===== config.mk =====
export PLATFORM = sky130hd
export DESIGN_NAME = zxd_ctrl
export DESIGN_NICKNAME = d
export VERILOG_FILES = /design/src/zxd_pkg.sv /design/src/zxd_ctrl.sv /design/src/zxd_sync.sv /design/src/zxd_edge.sv
export VERILOG_INCLUDE_DIRS = /design/src
export SDC_FILE = /design/constraint.sdc
export NUM_CORES = 1
export LEC_CHECK = 0
export BUFFER_PORTS_ARGS = -buffer_cell sky130_fd_sc_hd__buf_2
export CELL_PAD_IN_SITES_DETAIL_PLACEMENT = 1
export CELL_PAD_IN_SITES_GLOBAL_PLACEMENT = 1
export CORE_ASPECT_RATIO = 1.5
export CORE_MARGIN = 5
export CORE_UTILIZATION = 22
export DETAILED_ROUTE_END_ITERATION = 10
export HOLD_SLACK_MARGIN = 0.03
export PLACE_DENSITY = 0.77
export SLEW_MARGIN = 20
export SYNTH_ARGS = -nofsm -noshare
export SYNTH_HDL_FRONTEND = slang
export SYNTH_HIERARCHICAL = 1
export SYNTH_SLANG_ARGS = --single-unit

===== constraint.sdc =====
create_clock -name pclk -period 1.3 [get_ports pclk]
set_clock_uncertainty 0.1 [all_clocks]
set_input_delay 0.195 -clock pclk [delete_from_list [all_inputs] [get_ports pclk]]
set_output_delay 0.195 -clock pclk [all_outputs]
set_load 0.02 [all_outputs]

===== src/zxd_regs.svh =====
// Register offsets, field positions, reset values and timing counts for the crossing block
`ifndef ZXD_REGS_SVH
`define ZXD_REGS_SVH

`define ZXD_OFF_CTRL 8'h00
`define ZXD_OFF_IRQ_EN 8'h04
`define ZXD_OFF_IRQ_REQ 8'h08

`define ZXD_BIT_EN 7
`define ZXD_BIT_OE 6
`define ZXD_BIT_LEVEL 5
`define ZXD_BIT_POL 4
`define ZXD_BIT_INTP 1
`define ZXD_BIT_INTN 0
`define ZXD_BIT_IRQ 4
`define ZXD_BIT_FUSE 7

`define ZXD_RST_OE 1'b0
`define ZXD_RST_POL 1'b0
`define ZXD_RST_INTP 1'b0
`define ZXD_RST_INTN 1'b0
`define ZXD_RST_IRQ_EN 1'b0
`define ZXD_RST_IRQ_FLAG 1'b0
`define ZXD_RST_LEVEL 1'b0

`define ZXD_SYNC_STAGES 2

`endif


===== src/zxd_pkg.sv =====
// Types shared by the crossing block files
package zxd_pkg;

	// Power-on load of the enable from the fuse, then normal running
	typedef enum logic {
		ZXD_LOAD,
		ZXD_RUN
	} zxd_init_t;

	typedef logic [7:0] zxd_byte_t;

endpackage


===== src/zxd_ctrl.sv =====
// Zero-cross detector control: APB registers, level, pin output, edge interrupt
// How it works
// - Normal polarity: sinking reads 1, sourcing 0.
// - Inverted polarity: sourcing reads 1, sinking 0.
// - Polarity inverts level for status, pin, edges.
// - Output enable drives level onto pin.
// - Enabled rising/falling edges set the flag.
// - Control bits 3 and 2 read zero.
// - Level read-only; others reset 0; enable from fuse.
// - Flag and its enable at bit 4.
// - Fuse is bit 7 of config low byte.
// - Fuse 0 enables at power-on; 1 disables.
// - Polarity change makes an edge, enable regardless.
// - Software clears flag; simultaneous edge keeps it.
`timescale 1ns/10ps
`include "zxd_regs.svh"
module zxd_ctrl #(
	parameter int ADDR_W = 8,
	parameter int SYNC_STAGES = `ZXD_SYNC_STAGES
) (
	input wire logic pclk,
	input wire logic presetn,
	input wire logic psel,
	input wire logic penable,
	input wire logic pwrite,
	input wire logic [ADDR_W-1:0] paddr,
	input wire logic [31:0] pwdata,
	output logic [31:0] prdata,
	output logic pready,
	output logic pslverr,
	input wire logic [7:0] config_word_2,
	input wire logic crossing_sink_active,
	output logic analog_enable,
	output logic crossing_out,
	output logic crossing_out_oe,
	output logic irq
);

	////////////////////////////////////////////////////////////////////////////////
	// Register state

	zxd_pkg::zxd_init_t init_state;
	logic en_reg;
	logic oe_reg;
	logic pol_reg;
	logic intp_reg;
	logic intn_reg;
	logic irq_en_reg;
	logic flag_reg;
	logic flag_next;
	logic [31:0] prdata_reg;

	////////////////////////////////////////////////////////////////////////////////
	// APB decode

	logic setup_phase;
	logic access_phase;
	logic wr_access;
	logic [7:0] word_addr;
	logic hit_ctrl;
	logic hit_irq_en;
	logic hit_irq_req;
	logic hit_any;
	logic wr_ctrl;
	logic wr_irq_en;
	logic wr_irq_req;
	logic flag_clear;

	// Zero-wait slave: every access completes in its first access cycle
	assign setup_phase = psel & ~penable;
	assign access_phase = psel & penable;
	assign wr_access = access_phase & pwrite;
	assign word_addr = 8'(paddr) & 8'hFC;
	assign hit_ctrl = (word_addr == `ZXD_OFF_CTRL);
	assign hit_irq_en = (word_addr == `ZXD_OFF_IRQ_EN);
	assign hit_irq_req = (word_addr == `ZXD_OFF_IRQ_REQ);
	assign hit_any = hit_ctrl | hit_irq_en | hit_irq_req;
	assign wr_ctrl = wr_access & hit_ctrl;
	assign wr_irq_en = wr_access & hit_irq_en;
	assign wr_irq_req = wr_access & hit_irq_req;
	assign flag_clear = wr_irq_req & pwdata[`ZXD_BIT_IRQ];
	assign pready = 1'b1;
	assign pslverr = access_phase & ~hit_any; // Unmapped word answers with an error

	////////////////////////////////////////////////////////////////////////////////
	// Analog indication and crossing level

	logic sink_sync;
	logic raw_level;
	logic level_next;
	logic level_reg;
	logic rise;
	logic fall;

	// Analog stage is asynchronous to pclk
	zxd_sync #(
		.STAGES(SYNC_STAGES)
	) u_sink_sync (
		.pclk(pclk),
		.presetn(presetn),
		.d(crossing_sink_active),
		.q(sink_sync)
	);

	// Disabled front end neither sinks nor sources; treated as not sinking
	assign raw_level = en_reg & sink_sync;
	// Polarity applied before status, pin and edges
	assign level_next = raw_level ^ pol_reg;

	// Edges seen on the adjusted level, so a polarity write is an edge too
	zxd_edge u_edge (
		.pclk(pclk),
		.presetn(presetn),
		.level_in(level_next),
		.level_q(level_reg),
		.rise(rise),
		.fall(fall)
	);

	////////////////////////////////////////////////////////////////////////////////
	// Power-on enable from the configuration fuse

	// Fuse is sampled after reset release, never inside the async reset
	always_ff @(posedge pclk or negedge presetn) begin
		if (!presetn) begin
			init_state <= zxd_pkg::ZXD_LOAD;
		end else begin
			case (init_state)
				zxd_pkg::ZXD_LOAD: init_state <= zxd_pkg::ZXD_RUN;
				zxd_pkg::ZXD_RUN: init_state <= zxd_pkg::ZXD_RUN;
				default: init_state <= zxd_pkg::ZXD_LOAD;
			endcase
		end
	end

	logic fuse_off;
	assign fuse_off = config_word_2[`ZXD_BIT_FUSE];

	// Fuse clear means active at power-on; set means software must enable
	always_ff @(posedge pclk or negedge presetn) begin
		if (!presetn) begin
			en_reg <= 1'b0;
		end else if (init_state == zxd_pkg::ZXD_LOAD) begin
			en_reg <= ~fuse_off;
		end else if (wr_ctrl) begin
			en_reg <= pwdata[`ZXD_BIT_EN];
		end
	end

	////////////////////////////////////////////////////////////////////////////////
	// Control and enable registers

	// Bits 3:2 and the level bit have no storage, writes there vanish
	always_ff @(posedge pclk or negedge presetn) begin
		if (!presetn) begin
			oe_reg <= `ZXD_RST_OE;
			pol_reg <= `ZXD_RST_POL;
			intp_reg <= `ZXD_RST_INTP;
			intn_reg <= `ZXD_RST_INTN;
		end else if (wr_ctrl) begin
			oe_reg <= pwdata[`ZXD_BIT_OE];
			pol_reg <= pwdata[`ZXD_BIT_POL];
			intp_reg <= pwdata[`ZXD_BIT_INTP];
			intn_reg <= pwdata[`ZXD_BIT_INTN];
		end
	end

	// Interrupt enable, bit 4 of its own register
	always_ff @(posedge pclk or negedge presetn) begin
		if (!presetn) begin
			irq_en_reg <= `ZXD_RST_IRQ_EN;
		end else if (wr_irq_en) begin
			irq_en_reg <= pwdata[`ZXD_BIT_IRQ];
		end
	end

	////////////////////////////////////////////////////////////////////////////////
	// Sticky flag

	logic edge_hit;
	// An enabled edge in a clearing cycle must not be lost, so set wins
	assign edge_hit = (rise & intp_reg) | (fall & intn_reg);
	assign flag_next = edge_hit | (flag_reg & ~flag_clear);

	always_ff @(posedge pclk or negedge presetn) begin
		if (!presetn) begin
			flag_reg <= `ZXD_RST_IRQ_FLAG;
		end else begin
			flag_reg <= flag_next;
		end
	end

	////////////////////////////////////////////////////////////////////////////////
	// Read data

	zxd_pkg::zxd_byte_t ctrl_view;
	zxd_pkg::zxd_byte_t irq_en_view;
	zxd_pkg::zxd_byte_t irq_req_view;
	zxd_pkg::zxd_byte_t rd_byte;

	// Unused bits are tied low in the views
	assign ctrl_view = {en_reg, oe_reg, level_reg, pol_reg, 2'b00, intp_reg, intn_reg};
	assign irq_en_view = {3'b000, irq_en_reg, 4'h0};
	assign irq_req_view = {3'b000, flag_reg, 4'h0};
	assign rd_byte = hit_ctrl ? ctrl_view :
		hit_irq_en ? irq_en_view :
		hit_irq_req ? irq_req_view : 8'h00;

	// Captured in setup so data stands through the access cycle
	always_ff @(posedge pclk or negedge presetn) begin
		if (!presetn) begin
			prdata_reg <= 32'h00000000;
		end else if (setup_phase & ~pwrite) begin
			prdata_reg <= {24'h000000, rd_byte};
		end
	end

	assign prdata = prdata_reg;

	////////////////////////////////////////////////////////////////////////////////
	// Outputs

	assign analog_enable = en_reg;
	assign crossing_out = level_reg;
	assign crossing_out_oe = oe_reg;
	assign irq = flag_reg & irq_en_reg;

	// Cycles since reset release, saturating, for history-based checks
	logic [1:0] age_reg;
	always_ff @(posedge pclk or negedge presetn) begin
		if (!presetn) begin
			age_reg <= 2'h0;
		end else if (age_reg != 2'h3) begin
			age_reg <= age_reg + 2'h1;
		end
	end
endmodule // zxd_ctrl


===== src/zxd_sync.sv =====
// Multi-stage synchroniser for an asynchronous level
`timescale 1ns/10ps
module zxd_sync #(
	parameter int STAGES = 2
) (
	input wire logic pclk,
	input wire logic presetn,
	input wire logic d,
	output logic q
);

	logic [STAGES-1:0] chain_reg;

	// Only the last stage is visible; earlier stages may be metastable
	always_ff @(posedge pclk or negedge presetn) begin
		if (!presetn) begin
			chain_reg <= '0;
		end else begin
			chain_reg <= {chain_reg[STAGES-2:0], d};
		end
	end

	assign q = chain_reg[STAGES-1];

endmodule // zxd_sync


===== src/zxd_edge.sv =====
// Rising and falling edge detector on a same-clock level
`timescale 1ns/10ps
`include "zxd_regs.svh"
module zxd_edge (
	input wire logic pclk,
	input wire logic presetn,
	input wire logic level_in,
	output logic level_q,
	output logic rise,
	output logic fall
);

	logic level_reg;

	// Previous level, compared with the new one in the same cycle
	always_ff @(posedge pclk or negedge presetn) begin
		if (!presetn) begin
			level_reg <= `ZXD_RST_LEVEL;
		end else begin
			level_reg <= level_in;
		end
	end

	assign level_q = level_reg;
	assign rise = level_in & ~level_reg;
	assign fall = ~level_in & level_reg;

endmodule // zxd_edge


# == Yosys cells after proc, flatten, opt, wreduce, memory -nomap -nowiden ==
# Cells that the tools add are included.
# word_totals
inputBits,54
reg_bits,19
# classes
n_reduce_logical,1
n_eq_ne,3
bitwise_logic,28
mux,5
# op_table
op,count
bitwise AND 1 bit,16
2-to-1 mux 5 bit,2
zero test 8 bit,1
2-to-1 mux 8 bit,1
inverter 1 bit,7
"equality test 6 x 1 -> 1 bit, second input constant",1
"equality test 6 x 2 -> 1 bit, second input constant",1
OR 1 bit,4
2-to-1 mux 1 bit,2
"inequality test 2 x 1 -> 1 bit, second input constant",1
bitwise XOR 1 bit,1

# == Logic depth before layout (Yosys ltp) ==
# logic_depth
ltp_word,7
mapped_depth,5
ltp_nobuf,5

# == By module ==
# The synthesis kept the hierarchy.
# by_module_without_submodules
module,area_each_um2,seq_area_each_um2,n_inst,cells_each
zxd_ctrl,898.4,350.3,1,94
zxd_sync,50.0,50.0,1,2
zxd_edge,40.0,25.0,1,3

# == Least setup slack after synthesis ==
# Ideal clock, no wire load.
# synth_path
path_kind,input -> register
from,input port paddr[7]
to,"register oe_reg, in the netlist crossing_out_oe"
t_arrival_ns,1.564
setup_time_ns,0.125
slack_ns,-0.489
stages,4
required_time_ns,1.075
cell_sequence,or4_4 buf_6 or3_4 mux2_4
# synth_via
elab_chain_len,2
# synth_rtl
item,line_no,source
"start, declared",zxd_ctrl.sv:26,"input wire logic [ADDR_W-1:0] paddr,"
zero test 8 bit (no line),n/a,
bitwise AND 1 bit,zxd_ctrl.sv:78,assign wr_ctrl = wr_access & hit_ctrl;
"end signal, assigned",zxd_ctrl.sv:156,oe_reg <= `ZXD_RST_OE;
"end signal, assigned",zxd_ctrl.sv:161,oe_reg <= pwdata[`ZXD_BIT_OE];
"end, declared",zxd_ctrl.sv:44,logic oe_reg;
# No other way between the ends.
# A chain may end at the register's enable or synchronous reset.

# == Worst setup path in the final report ==
# layout_path
from,input port paddr[7]
to,output port pslverr
# layout_via
elab_chain_len,5
elab_cells_between_ends,7
classes_between,eq/ne: 2; bitwise: 4; reduce/logical: 1
# layout_rtl
item,line_no,source
equality test 6 x 1 -> 1 bit (no line) / zero test 8 bit (equally long branches),n/a,
OR 1 bit,zxd_ctrl.sv:77,assign hit_any = hit_ctrl | hit_irq_en | hit_irq_req;
OR 1 bit *,zxd_ctrl.sv:77,
inverter 1 bit *,zxd_ctrl.sv:83,assign pslverr = access_phase & ~hit_any;
bitwise AND 1 bit *,zxd_ctrl.sv:83,
"end, declared",zxd_ctrl.sv:30,"output logic pslverr,"
# Every way passes the cells marked *; elsewhere a longest branch is shown, timed or not.

==> impl_summary.txt <==
----------------------------------------------------
[Synthesis]
  Compound-Gate Fraction of Synth Area ... 0.07722
  Top_reg_cell synth ... dfrtp_1
  Mean post-synth cell area ... 9.984 µm²
  Simple logic cell fraction of the synthesized area ... 0.1759
  Number of synthesized flops with an enable pin ... 0
  Synthesized area ... just under 0.001 mm²
  Share of the yosys chip area belonging to registers ... 0.4304
  Register bit count reported by yosys ... 17
  Main combinational cell family by area after synthesis ... buffers and inverters
  Synth Area in Adders ... 0
  Number of distinct standard cells referenced by the synthesized netlist ... 31
  Xor and xnor area share after synthesis ... 0.008861
  Fraction of synthesis flops using an asynchronous set or reset pin ... 1.000
  Share of cell area taken by muxes after synthesis ... 0.07215
  Number of warning messages in the yosys log ... 6
  Cell count after synthesis ... 99

[Critical path]
  Setup CP Type ... primary input to output port
  Startpoint Class ... primary input
  R2r endpoint ... flag_reg$_DFF_PN0_
  CP Max Fanout ... 4
  Req. time, crit path ... 1.00 ns
  CP Buf/Inv Count ... 3
  Cell chain of the critical path ... buf_6, or4_4, buf_6, a21oi_2, nor2_1, buf_4
  WP data arrival ... roughly 1.3 ns
  Cell count of the worst reg-to-reg path ... 4
  Top Family by Delay on Critical Path ... simple AND/OR/NAND/NOR gates
  Max incr delay on CP ... ~0.57 ns
  Launching point of the worst reg2reg path ... pol_reg$_DFFE_PN0P_
  Crit end category ... output port
  Worst path slowest cell ... or4_4
  Setup slack, reg-to-reg ... -0.02 ns
  Crit-path most repeated cell ... buf_6

[Global routing]
  GRT Residual Overflow ... 0
  Number of global-route vias before repair ... approximately 850
  Initial antenna violation count ... 0
  Pin count of the biggest net entering global routing ... 18
  Aggregate global-route resource usage ... 0.08660
  First-pass GRT wire length ... about 4 mm

[Routing]
  Remaining routing DRC violations ... 0
  Antenna-violating nets left ... 0
  Final routed wirelength across all metal layers ... around 2.5 mm
  Vias ... between 700 and 800
  WL/cell ... about 13 µm
  Number of DRC markers in iteration 0 ... 5
  Number of detailed-routing iterations run before antenna repair ... 2
  Vias per Instance ... 4.052

[Floorplanning]
  Placeable Area ... ~0.0044 mm²
  Effective utilization at floorplan ... 0.2232
  Boundary pin count ... 92
  Overall die area ... around 0.0060 mm²
  Die outline width ... 64.73 µm
  Rows ... 30
  Height of the die ... around 92 µm

[Pwr]
  Power per Cell Area ... about 920 mW/mm²
  Worst IR drop on VDD ... 539.8 µV
  Clock network power share ... 0.329
  Fraction of power spent switching nets ... 0.2944
  Cell internal power dissipation ... ~860 µW
  Sequential share of power ... 0.466
  Reported leakage power ... 0.0006878 µW
  Net switching component of the power ... about 360 µW
  Part of the total power dissipated in combinational logic ... 0.205

[STA]
  Setup violators final ... 14
  Share of the cycle needed by the critical path after routing ... 1.214
  Final worst setup slack ... -0.2783 ns
  Unrepaired setup endpoints after global routing ... true
  Final-report max-slew violation count ... 0
  Fin crit period ... about 1.6 ns
  Final count of hold timing violations ... 0
  Maximum operating frequency ... 633.6 MHz
  Hold Worst Slack ... 0.08346 ns
  Total negative slack for setup checks ... -3.500 ns

[CTS]
  CTS tree ... built
  Clock tree root buffer cell ... clkbuf_8
  Clock transition at the register clock pins on the worst setup and hold paths after CTS ... about 0.060 ns
  Clock insertion delay at the later pin of the skew report ... approximately 0.26 ns
  Total number of H-tree levels ... 1
  CTS sink count ... 17
  Max Root-Sink Buffers ... 2
  Total clock buffers created by CTS ... 3

[Outcome]
  Status ... finished with violations
  Failing checks ... setup timing

[Worst hold path]
  Destination of the worst hold path ... crossing_out_oe$_DFFE_PN0P_
  WHS Path Cells ... 2
  Origin of the worst min-delay path ... pwdata[6]
  Path category of the worst min-delay check ... primary input to flop

[Finish]
  Most frequent standard cell in the layout excluding fill and tap cells ... conb_1
  Number of diodes added for antenna fixing ... 0
  Max FFs per register ... 6
  Post-route cell area ... around 0.0013 mm²
  Highest-count cells in the layout ignoring fill and taps ... conb_1 (28), buf_2 (25), dfrtp_1 (17)
  Count of nets after finishing ... 199
  Post-layout instance count excluding filler cells ... between 150 and 200
  Area Growth Syn to Fin ... 33.80%
  Share of cells above drive strength 1 ... 0.4653

[Placed design]
  Gp weighted congestion ... 0.7442
  Instance area at placement ... between 0.001 and 0.0015 mm²
  Post-detailed-placement half-perimeter wirelength ... roughly 1.9 mm
  Post-Place Setup Slack ... -0.4919 ns
  Input/output buffers ... 28
  Count of placed standard cells including taps ... 182

[Run]
  Maximum capacitance violations ... 0

----------------------------------------------------
cells in the mapped netlist (2+ instances only):
cell | n | area, µm²
buf_4 | 27 | 202.7
conb_1 | 2 | 7.510
dfrtp_1 | 17 | 425.4
inv_1 | 2 | 7.510
mux2_4 | 4 | 60.06
nand2_1 | 14 | 52.55
nor2_1 | 2 | 7.510
nor2b_1 | 3 | 18.77
o21ai_0 | 5 | 25.02
or2_2 | 2 | 12.51
power by group through the flow:
stage	clock network [µW]	registers (µW)	logic, µW
global route	439	568	271
detailed placement	0	575	223
CTS	409	565	243
global placement	0	573	219
finish	398	565	249
floorplan	0	583	185
metrics by stage:
| step | power [µW] | util |
|---|---|---|
| final | 1212 | 0.2986 |
| after global placement | 791.9 | 0.2582 |
| after floorplan | 768.5 | - |
| after global routing | 1278 | 0.2986 |
| after CTS | 1218 | 0.2918 |
| after detailed placement | 797.2 | 0.2582 |
cell families (layout without fill, tap and decap cells):
group	Yosys count	count (layout)
AND/OR/NAND/NOR	31	31
buffers and inverters	31	50
flip-flops	17	17
AO/OA/AOI/OAI	12	12
multiplexers	5	5
other	2	28
XOR/XNOR	1	1
worst max-delay path by stage:
stage | start | cells after the start | end | slack [ns]
floorplan | paddr[7] | 4 | crossing_out_oe$_DFFE_PN0P_ | -0.43
global placement | paddr[7] | 4 | crossing_out_oe$_DFFE_PN0P_ | -0.48
detailed placement | paddr[7] | 4 | irq_en_reg$_DFFE_PN0P_ | -0.49
CTS | paddr[4] | 6 | pslverr | -0.29
global route | paddr[7] | 6 | pslverr | -0.33
finish | paddr[7] | 6 | pslverr | -0.28
final cells by class:
cell class,instances,area [µm²]
tap,48,60.06
multi-input combinational,77,491.7
clock inverter,1,5.005
fill,540,3107
sequential,17,425.4
timing repair buffer,44,291.5
inverter,2,7.507
clock buffer,3,41.29
metal layers:
| layer | vias to the layer above | track usage | part of all wire |
|---|---|---|---|
| li1 | 363 | - | - |
| met1 | 365 | 0.08974 | 0.36 |
| met2 | 43 | 0.1494 | 0.52 |
| met3 | 7 | 0.02328 | 0.089 |
| met4 | 0 | 0.05644 | 0.027 |
| met5 | - | 0 | 0 |
repair_timing:
action	in CTS	in global routing
resized for setup	13	6
pin swaps	12	7
hold buffers	2	0
setup buffers	3	1
endpoints found under the setup margin	14	14
hold endpoints to repair	18	0
Note: power is estimated with default switching activity, not from simulation.
